### src/design/bl_seq_regs.vh
// timing constants and codes shared by the backlight start-up and protection sequencer
`ifndef BL_SEQ_REGS_VH
`define BL_SEQ_REGS_VH

// clock figures
`define CLK_HZ              40000000
`define SW_FREQ_HZ          1200000
// switching period in clocks, rounded down (33 clocks, about 1.21 MHz)
`define SW_PERIOD_CLKS      (`CLK_HZ / `SW_FREQ_HZ)

// times in microseconds, as printed
`define EN_SD_US            2500
`define PWM_SD_US           20000
`define SEL_WIN_US          1000
`define SEL_DELAY_US        100
`define SEL_DET_US          260
`define REDUCED_LIMIT_US    5000
// time to let the internal regulator settle before sequencing on
`define LDO_SETTLE_US       10

// least times round up to whole clocks
`define US_TO_CLKS_UP(us)   ((((us) * (`CLK_HZ / 1000)) + 999) / 1000)

// sequencer states
`define ST_OFF              3'h0
`define ST_LDO              3'h1
`define ST_SELECT           3'h2
`define ST_DETECT           3'h3
`define ST_RUN              3'h4
`define ST_LATCHED          3'h5

// dimming interface codes
`define IF_PWM              1'b0
`define IF_ONE_WIRE         1'b1

`endif

### src/design/low_timeout.v
// counts how long a pin has been low and flags when a limit is passed
`include "bl_seq_regs.vh"

module low_timeout #(
  parameter LIMIT = 100000,
  parameter W     = 20
) (
  // clock and reset
  input  wire         clk_in,
  input  wire         srst_in,
  // pin level
  input  wire         pin_in,
  // stayed low past the limit
  output reg          expired_out
);

  reg [W-1:0] cnt_q;

  // restart from zero whenever the pin goes high again
  always @(posedge clk_in) begin
    if (srst_in || pin_in) begin
      cnt_q       <= {W{1'b0}};
      expired_out <= 1'b0;
    end else if (cnt_q != LIMIT[W-1:0]) begin
      cnt_q       <= cnt_q + {{(W-1){1'b0}}, 1'b1};
      expired_out <= 1'b0;
    end else begin
      expired_out <= 1'b1;
    end
  end

endmodule

### src/design/bl_start_seq.v
// start-up, interface selection and protection sequencer of a dual-string backlight driver
//
// Contract
// - start only with supply good, enable, dimming high
// - power internal regulator before further start steps
// - selection window picks one-wire or pulse-width dimming
// - at window end, grounded sink channels disabled
// - both sinks grounded: abort, never switch
// - after detection, soft start ramps and switching begins
// - reduced current limit first 5 ms, then normal
// - enable low 2.5 ms or dimming low 20 ms shuts down
// - switching cycle fixed at 1.2 MHz, protection time base (33 clocks here, about 1.21 MHz)
// - undervoltage holds shutdown, restart after hysteresis
// - check both overvoltage comparators every switching cycle
// - switch-node overvoltage latches off until toggle or reset
// - overcurrent ends switch pulse until next cycle
// - thermal shutdown above limit, automatic resume
`include "bl_seq_regs.vh"

module bl_start_seq #(
  parameter EN_SD_CLKS   = `US_TO_CLKS_UP(`EN_SD_US),
  parameter PWM_SD_CLKS  = `US_TO_CLKS_UP(`PWM_SD_US),
  parameter WIN_CLKS     = `US_TO_CLKS_UP(`SEL_WIN_US),
  parameter DELAY_CLKS   = `US_TO_CLKS_UP(`SEL_DELAY_US),
  parameter DET_CLKS     = `US_TO_CLKS_UP(`SEL_DET_US),
  parameter LIMIT_CLKS   = `US_TO_CLKS_UP(`REDUCED_LIMIT_US),
  parameter LDO_CLKS     = `US_TO_CLKS_UP(`LDO_SETTLE_US),
  parameter MAX_DUTY     = 31
) (
  // clock and reset
  input  wire         clk_in,
  input  wire         srst_in,
  // host control pins
  input  wire         enable_in,
  input  wire         dimming_in,
  // analog monitors, already digital levels
  input  wire         supply_good_in,
  input  wire         thermal_hot_in,
  input  wire         switch_overvoltage_in,
  input  wire         sink_overvoltage_in,
  input  wire         current_limit_hit_in,
  input  wire [1:0]   current_sink_feedback_gnd_in,
  // control outputs
  output reg          ldo_on_out,
  output reg          one_wire_sel_out,
  output reg  [1:0]   channel_en_out,
  output reg          soft_start_out,
  output reg          startup_current_limit_out,
  output reg          switch_on_out,
  output reg          latched_off_out,
  output reg          shutdown_out
);

  localparam CW      = 24;
  // last clock of one switching period
  localparam SW_LAST = `SW_PERIOD_CLKS - 1;

  //////////////////////////////////////////////////////////////////////////
  // shutdown timers on the two host pins
  wire en_expired;
  wire dim_expired;

  low_timeout #(.LIMIT(EN_SD_CLKS), .W(CW)) u_en_to (
    .clk_in      (clk_in),
    .srst_in     (srst_in),
    .pin_in      (enable_in),
    .expired_out (en_expired)
  );

  low_timeout #(.LIMIT(PWM_SD_CLKS), .W(CW)) u_dim_to (
    .clk_in      (clk_in),
    .srst_in     (srst_in),
    .pin_in      (dimming_in),
    .expired_out (dim_expired)
  );

  //////////////////////////////////////////////////////////////////////////
  // state
  reg [2:0]    state_q;
  reg [CW-1:0] tmr_q;
  reg [CW-1:0] low_q;
  reg          seen_low_q;
  reg          one_wire_q;
  reg [1:0]    chan_q;
  reg          en_d1_q;
  reg          dim_d1_q;
  reg [5:0]    cyc_q;
  reg          pulse_q;

  // toggle on either pin clears the overvoltage latch
  wire toggle = (enable_in & ~en_d1_q) | (dimming_in & ~dim_d1_q);
  // conditions that force an orderly shutdown from the regulator, detect and run states
  wire force_off = ~supply_good_in | thermal_hot_in | en_expired | dim_expired;
  wire start_ok  = supply_good_in & enable_in & dimming_in & ~thermal_hot_in;
  wire cyc_end   = (cyc_q == SW_LAST[5:0]);

  function [CW-1:0] inc;
    input [CW-1:0] v;
    begin
      inc = v + {{(CW-1){1'b0}}, 1'b1};
    end
  endfunction

  //////////////////////////////////////////////////////////////////////////
  // sequencer
  always @(posedge clk_in) begin
    if (srst_in) begin
      state_q    <= `ST_OFF;
      tmr_q      <= {CW{1'b0}};
      low_q      <= {CW{1'b0}};
      seen_low_q <= 1'b0;
      one_wire_q <= `IF_PWM;
      chan_q     <= 2'h0;
      en_d1_q    <= 1'b0;
      dim_d1_q   <= 1'b0;
    end else begin
      en_d1_q  <= enable_in;
      dim_d1_q <= dimming_in;
      case (state_q)
        `ST_OFF: begin
          tmr_q      <= {CW{1'b0}};
          one_wire_q <= `IF_PWM;
          chan_q     <= 2'h0;
          if (start_ok) begin
            state_q <= `ST_LDO;
          end
        end
        `ST_LDO: begin
          // regulator settles before the window opens
          tmr_q <= inc(tmr_q);
          if (force_off) begin
            state_q <= `ST_OFF;
          end else if (tmr_q == LDO_CLKS[CW-1:0]) begin
            state_q    <= `ST_SELECT;
            tmr_q      <= {CW{1'b0}};
            low_q      <= {CW{1'b0}};
            seen_low_q <= 1'b0;
          end
        end
        `ST_SELECT: begin
          tmr_q <= inc(tmr_q);
          // low stretch counts only the clocks from the detection delay onward
          if (enable_in) begin
            low_q <= {CW{1'b0}};
          end else if (tmr_q >= DELAY_CLKS[CW-1:0] || low_q != {CW{1'b0}}) begin
            low_q <= inc(low_q);
          end
          if (low_q > DET_CLKS[CW-1:0] && enable_in && tmr_q < WIN_CLKS[CW-1:0]) begin
            seen_low_q <= 1'b1;
          end
          if (~supply_good_in | thermal_hot_in | dim_expired) begin
            state_q <= `ST_OFF;
          end else if (tmr_q == WIN_CLKS[CW-1:0]) begin
            // enable held low by the host during the window is not a shutdown
            one_wire_q <= seen_low_q ? `IF_ONE_WIRE : `IF_PWM;
            state_q    <= `ST_DETECT;
          end
        end
        `ST_DETECT: begin
          chan_q <= ~current_sink_feedback_gnd_in;
          if (force_off) begin
            state_q <= `ST_OFF;
          end else if (&current_sink_feedback_gnd_in) begin
            state_q <= `ST_OFF;
          end else begin
            state_q <= `ST_RUN;
            tmr_q   <= {CW{1'b0}};
          end
        end
        `ST_RUN: begin
          if (tmr_q != LIMIT_CLKS[CW-1:0]) begin
            tmr_q <= inc(tmr_q);
          end
          if (switch_overvoltage_in && cyc_end) begin
            state_q <= `ST_LATCHED;
          end else if (force_off) begin
            state_q <= `ST_OFF;
          end
        end
        `ST_LATCHED: begin
          // only a pin toggle or power-on reset clears this
          if (toggle) begin
            state_q <= `ST_OFF;
          end
        end
        default: begin
          state_q <= `ST_OFF;
        end
      endcase
    end
  end

  //////////////////////////////////////////////////////////////////////////
  // switching cycle and pulse-by-pulse limit
  always @(posedge clk_in) begin
    if (srst_in || state_q != `ST_RUN) begin
      cyc_q   <= 6'h00;
      pulse_q <= 1'b0;
    end else begin
      cyc_q <= cyc_end ? 6'h00 : cyc_q + 6'h01;
      if (cyc_end) begin
        pulse_q <= 1'b1;
      end else if (current_limit_hit_in || cyc_q >= MAX_DUTY[5:0]) begin
        pulse_q <= 1'b0;
      end
    end
  end

  //////////////////////////////////////////////////////////////////////////
  // registered outputs
  always @(posedge clk_in) begin
    if (srst_in) begin
      ldo_on_out                <= 1'b0;
      one_wire_sel_out          <= 1'b0;
      channel_en_out            <= 2'h0;
      soft_start_out            <= 1'b0;
      startup_current_limit_out <= 1'b1;
      switch_on_out             <= 1'b0;
      latched_off_out           <= 1'b0;
      shutdown_out              <= 1'b1;
    end else begin
      ldo_on_out                <= (state_q != `ST_OFF) && (state_q != `ST_LATCHED);
      one_wire_sel_out          <= one_wire_q;
      channel_en_out            <= (state_q == `ST_RUN) ? chan_q : 2'h0;
      soft_start_out            <= (state_q == `ST_RUN);
      startup_current_limit_out <= (tmr_q != LIMIT_CLKS[CW-1:0]) || (state_q != `ST_RUN);
      // overvoltage on either node or overcurrent drops the switch on the next clock
      switch_on_out             <= pulse_q && (state_q == `ST_RUN) && !current_limit_hit_in
                                   && !switch_overvoltage_in && !sink_overvoltage_in;
      latched_off_out           <= (state_q == `ST_LATCHED);
      shutdown_out              <= (state_q == `ST_OFF) || (state_q == `ST_LATCHED);
    end
  end

endmodule

### config.mk
export PLATFORM = sky130hd
export DESIGN_NAME = bl_start_seq
export DESIGN_NICKNAME = d
export VERILOG_FILES = /design/src/design/low_timeout.v /design/src/design/bl_start_seq.v
export VERILOG_INCLUDE_DIRS = /design/src /design/src/design
export SDC_FILE = /design/constraint.sdc
export NUM_CORES = 1
export LEC_CHECK = 0
export BUFFER_PORTS_ARGS = -buffer_cell sky130_fd_sc_hd__clkbuf_2
export CAP_MARGIN = 25
export CORE_MARGIN = 2
export CORE_UTILIZATION = 50
export DETAILED_ROUTE_END_ITERATION = 16
export PLACE_DENSITY = 0.72
export SLEW_MARGIN = 40
export SYNTH_ARGS = -nofsm -noshare
export SYNTH_HDL_FRONTEND = slang
export SYNTH_SLANG_ARGS = --single-unit
### constraint.sdc
create_clock -name clk_in -period 2.9 [get_ports clk_in]
set_input_delay 0.58 -clock clk_in [delete_from_list [all_inputs] [get_ports clk_in]]
set_output_delay 0.58 -clock clk_in [all_outputs]
set_load 0.02 [all_outputs]
[Word-level counts from Yosys, hierarchy flattened]
Cells that the tools add are included.
W data, S select, Z words.
Storage, ports and cells
  register bits: 123
  bits of input ports: 11
  output and inout bits: 9
  logic and storage cells: 143
Operators by class
  $add $sub $neg: 5
  order comparisons: 4
  equality and inequality tests: 27
  muxes and demuxes: 35
  bitwise gates (word level): 16
  reductions and logical operators: 34
Operators by type and width (count)
  $mux W24: 9
  $pmux W24 S5: 1
  $add A24 B1 Y24 const B: 4
  $pmux W24 S2: 1
  $mux W3: 10
  $eq A24 B16 Y1 const B: 1
  $eq A24 B9 Y1 const B: 1
  $ge A24 B12 Y1 const B: 1
  $gt A24 B14 Y1 const B: 1
  $lt A24 B16 Y1 const B: 1
  $ne A24 B17 Y1 const B: 1
  $ne A24 B18 Y1 const B: 1
  $ne A24 B20 Y1 const B: 1
  $reduce_bool A24 Y1: 1
  $ne A2 B2 Y1 const B: 10
  $ne A3 B3 Y1 const B: 6
  $pmux W3 S6: 1
  $reduce_and A4 Y1: 3
  $mux W1: 10
  $logic_and A1 B1 Y1: 8
  $reduce_bool A2 Y1: 4
  $logic_or A1 B1 Y1: 7
  $add A6 B1 Y6 const B: 1
  $eq A3 B2 Y1 const B: 2
  other kinds (18): 35

[Logic depth before layout (Yosys ltp)]
  depth after elaboration: 7
  gate-level depth with buffers: 11
  gate-level depth less buffers: 8

[Cells and area by module]
A second synthesis with hierarchy kept.
Second synthesis, totals
  cells, all modules: 776
  area total of the unflattened synthesis: 6443.7 um^2
Modules (own cells, without submodules)
  bl_start_seq: times used 1, cells an instance 486, area an instance 3952.5 um^2, sequential area each 1461.4 um^2
  low_timeout at u_en_to: times used 1, cells an instance 149, area an instance 1260.0 um^2, sequential area each 500.5 um^2
  low_timeout at u_dim_to: times used 1, cells an instance 141, area an instance 1231.2 um^2, sequential area each 500.5 um^2

[Worst setup path before layout]
No wires, ideal clock.
  path kind: input to register
  start: input enable_in
  end: register low_q[6]
  library setup time: 0.076 ns
  data arrival time: 2.629 ns
  data required time: 2.824 ns
  slack: 0.196 ns
  stages on the path: 10
  buffers on the path: 4
  path through: or4b_2 -> buf_2 -> nor3_1 -> and4_1 -> or3_1 -> clkbuf_1 -> buf_2 -> buf_2 -> o21ai_0 -> a21oi_1
Between the ends
  word-level cells in the longest chain between the ends: 2
Ends and longest elaborated chain
  from (decl): RTL line bl_start_seq.v:34  | input wire enable_in,
  $ne A3 B3 Y1 (no line) or $mux W24 (tied branches)
  $reduce_and A4 Y1 (no line) or $pmux W24 S2 (tied branches)
  to (signal assigned): RTL line bl_start_seq.v:110  | low_q <= {CW{1'b0}};
  to (signal assigned): RTL line bl_start_seq.v:136  | low_q <= {CW{1'b0}};
  to (signal assigned): RTL line bl_start_seq.v:144  | low_q <= {CW{1'b0}};
  to (decl): RTL line bl_start_seq.v:81  | reg [CW-1:0] low_q;
Several ways; a longest one is shown, not always the timed one.
A chain may end at the register's enable or synchronous reset.

[Worst setup path in the final report]
  start: register tmr_q[1]
  end: register low_q[22]
Between the ends
  word-level cells in the longest chain between the ends: 4
Ends and longest elaborated chain
  from (decl): RTL line bl_start_seq.v:80  | reg [CW-1:0] tmr_q;
  from (signal assigned): RTL line bl_start_seq.v:109  | tmr_q <= {CW{1'b0}};
  from (signal assigned): RTL line bl_start_seq.v:121  | tmr_q <= {CW{1'b0}};
  from (signal assigned): RTL line bl_start_seq.v:130  | tmr_q <= inc(tmr_q);
  $ge A24 B12 Y1: RTL line bl_start_seq.v:145  | end else if (tmr_q >= DELAY_CLKS[CW-1:0] || low_q != {CW{1'b0}}) begin
  $logic_or A1 B1 Y1: RTL line bl_start_seq.v:145
  $ne A3 B3 Y1 (no line)
  $reduce_and A4 Y1 (no line) *
  to (signal assigned): RTL line bl_start_seq.v:136
  to (signal assigned): RTL line bl_start_seq.v:144
  to (signal assigned): RTL line bl_start_seq.v:146  | low_q <= inc(low_q);
Mark *: on every way between the ends. The rest lies on a longest branch, timed or not.

==> results_dict.tcl <==
set metrics [dict create \
    status "finished clean" \
    cts_tree "yes" \
    arrival_ps 3130 \
    ys.flop_type "dfxtp_1" \
    h-tree-depth 4 \
    via_per_inst 5.84 \
    critPathMaxFanout 9 \
    antenna_found_initial 0 \
    finalWorstSetupSlack_ps 122 \
    synthMuxAreaShare_pct 0.329 \
    yosys.area_share.simple_pct 33.4 \
    placementRows 40 \
    totalWireLength_um 14100 \
    ys_ff_latch 123 \
    syn-cell-area_sq_mm 0.00608 \
    yosysSeqAreaShare_pct 40.5 \
    cts_made_buffers 17 \
    grt_pass1_wl_um 23900 \
    layout-drive-gt1-share_pct 13.1 \
    synth_edf_count 0 \
    max_slew_margin_pct 64.7 \
    area_growth_pct 17.9 \
    worstMarginPinSlew_ps 528 \
    postRouteAntennaNets 0 \
    finalSetupViolCount 0 \
    yosys.area_share.xor_xnor_pct 9.08 \
    drc 0 \
    synth_compound_area_share_pct 10.9 \
    timing.fmax_ghz 0.360 \
    setup.worst_path.class "register to register" \
    hpwl_um 9930 \
    mostFrequentLayoutCells "123 x dfxtp_1, 108 x nor2_1, 53 x nand2_1" \
    preCtsSetupSlack_ps -21.0 \
    max_cap_viol_count 0 \
    die_x_um 114 \
    finalMaxSlewViolations 0 \
    grt_pass1_vias 5172 \
    dieArea_sq_mm 0.0130 \
    cp.required_ps 3260 \
    endpoint_kind "register" \
    mostFrequentLayoutCell "dfxtp_1" \
    grt_max_degree 26 \
    fin_hold_ws_ps 325 \
    path_clk_slew_ps 60 \
    peakVddDrop_mv 0.378 \
    fin_crit_ps 2780 \
    clock_sinks 123 \
    clock-skew-final_ps 6.01 \
    grtUsageTotal_pct 22.7 \
    synth_fa_ha_area_share_pct 2.06 \
    finalHoldViolations 0 \
    num_io_pins 20 \
    leakage_nw 2.42 \
    synthesis.instances 746 \
    synth.distinct_cells 58 \
    synth_top_family_by_area "simple AND/OR/NAND/NOR gates" \
    port_buffers 19 \
    core_region_area_sq_mm 0.0119 \
    worstSetupStartpointType "register" \
    place.gp.congestion 0.953 \
    grt_overflow_total 0 \
    initial_utilization_pct 51.0 \
    avgSynthCellArea_sq_um 8.14 \
    antennaDiodeCount 0 \
    synth_fp_nets 767 \
    dr.pass1.iters 7 \
    cts-root-buf "clkbuf_16" \
    clock_latency_ps 420 \
    ctsLongestPathBuffers 2 \
    drt_iter0_drc 401 \
    nets 810 \
    num_vias 5539 \
    period_share_pct 95.8 \
    wire_per_inst_um 14.9 \
    min_path_type "primary input to register" \
    p_per_area_mw_per_mm2 581 \
    die_y_um 114 \
    yosys_warnings 0 \
    synthArstFlopShare_pct 0 \
]
## layer usage
| metal | track usage (%) | vias up | wire length (um) |
|---|---|---|---|
| met2 | 37.7 | 130 | 6850 |
| met5 | 0 | - | 0 |
| met1 | 29.1 | 2630 | 6400 |
| li1 | - | 2758 | - |
| met4 | 8.70 | 0 | 240 |
| met3 | 4.71 | 21 | 617 |
## critical path: stages (launching register included)
cell     delay [ps]
dfxtp_1         340
inv_1            60
ha_1            120
or4b_4          470
nor4_4          360
a32oi_2         160
or3_4           390
buf_4           170
or4_4           510
a21oi_2         130
## synthesized netlist by cell type (all sizes together) (2+ instances only)
cell | n | area [sq um]
nor4 | 25 | 193
a211o | 2 | 17.5
dfxtp | 123 | 2460
or4b | 8 | 83.8
o41ai | 2 | 17.5
or3 | 23 | 144
nand4b | 2 | 17.5
nor3b | 4 | 30.0
buf | 8 | 38.8
and4 | 4 | 35.0
xnor2 | 32 | 280
a31oi | 2 | 12.5
clkinv | 2 | 7.51
o211ai | 2 | 15.0
clkbuf | 21 | 78.8
a21oi | 49 | 245
xor2 | 31 | 272
nor2 | 108 | 405
a311oi | 2 | 17.5
nand4 | 34 | 213
o21ai | 26 | 130
nor3 | 19 | 95.1
and4b | 2 | 20.0
inv | 27 | 101
nor4b | 4 | 35.0
and3 | 11 | 68.8
nand3 | 45 | 225
or4 | 12 | 93.8
nand2 | 55 | 206
nor2b | 4 | 25.0
mux2i | 2 | 20.0
o31ai | 9 | 67.6
nand2b | 8 | 50.1
o22ai | 3 | 18.8
a221oi | 2 | 17.5
or2 | 3 | 18.8
nand3b | 3 | 22.5
and2 | 4 | 25.0
ha | 10 | 125
## logic make-up after synthesis
| kind of cell | after synthesis |
|---|---|
| fa+ha+maj | 10 |
| flops | 123 |
| compound gates | 110 |
| simple gates | 380 |
| xor+xnor | 63 |
| buf+inv | 58 |
| mux | 2 |
## through the flow
stage	instance area, sq um	TNS [ps]	utilization (%)	cells	power, mW
after CTS	7140	0	59.9	947	4.18
after global routing	7160	-2.50	60.1	948	4.26
final	7160	0	60.1	948	4.16
after floorplan	6080	0	-	746	1.85
after detailed placement	6500	-25.2	54.6	916	1.91
after global placement	6500	-11.6	54.6	916	1.90
## path summary, 6_finish.rpt
path	start	to	slack, ps	cells past startpoint
setup / recovery	tmr_q[1]$_SDFFE_PP0P_	low_q[22]$_SDFFE_PP0P_	120	9
hold / removal	sink_overvoltage_in	switch_on_out$_SDFF_PP0_	330	2
setup reg to reg	tmr_q[1]$_SDFFE_PP0P_	low_q[22]$_SDFFE_PP0P_	120	9
hold reg to reg	seen_low_q$_SDFFE_PP0P_	seen_low_q$_SDFFE_PP0P_	460	2
## report_power, final
part / switching, mW / internal [mW] / total [mW]
Combinational: 0.101 / 0.0560 / 0.157
Sequential: 0.0127 / 1.70 / 1.72
Clock: 0.783 / 1.50 / 2.28
## sequential cells by signal, indices dropped and copies added (netlist names), 2 cells and up
name            flops
cyc_q               6
u_dim_to.cnt_q     24
chan_q              2
tmr_q              24
channel_en_out      2
low_q              24
u_en_to.cnt_q      24
state_q             3
## layout make-up
class / instances / area, sq um
clock buffer: 21 / 470
clock inverter: 10 / 165
fill: 1056 / 4750
inverter: 29 / 109
multi-input combinational: 565 / 3420
sequential: 123 / 2460
tap: 147 / 184
timing repair buffer: 53 / 350
## timing repair
item / CTS / global route
setup buffers: 0 / 1
setup endpoints to repair: 0 / 2
resized for setup: 0 / 3
endpoints found under the hold margin: 0 / 0
hold buffers: 0 / 0
No activity file was read; power rests on OpenSTA's default activity.
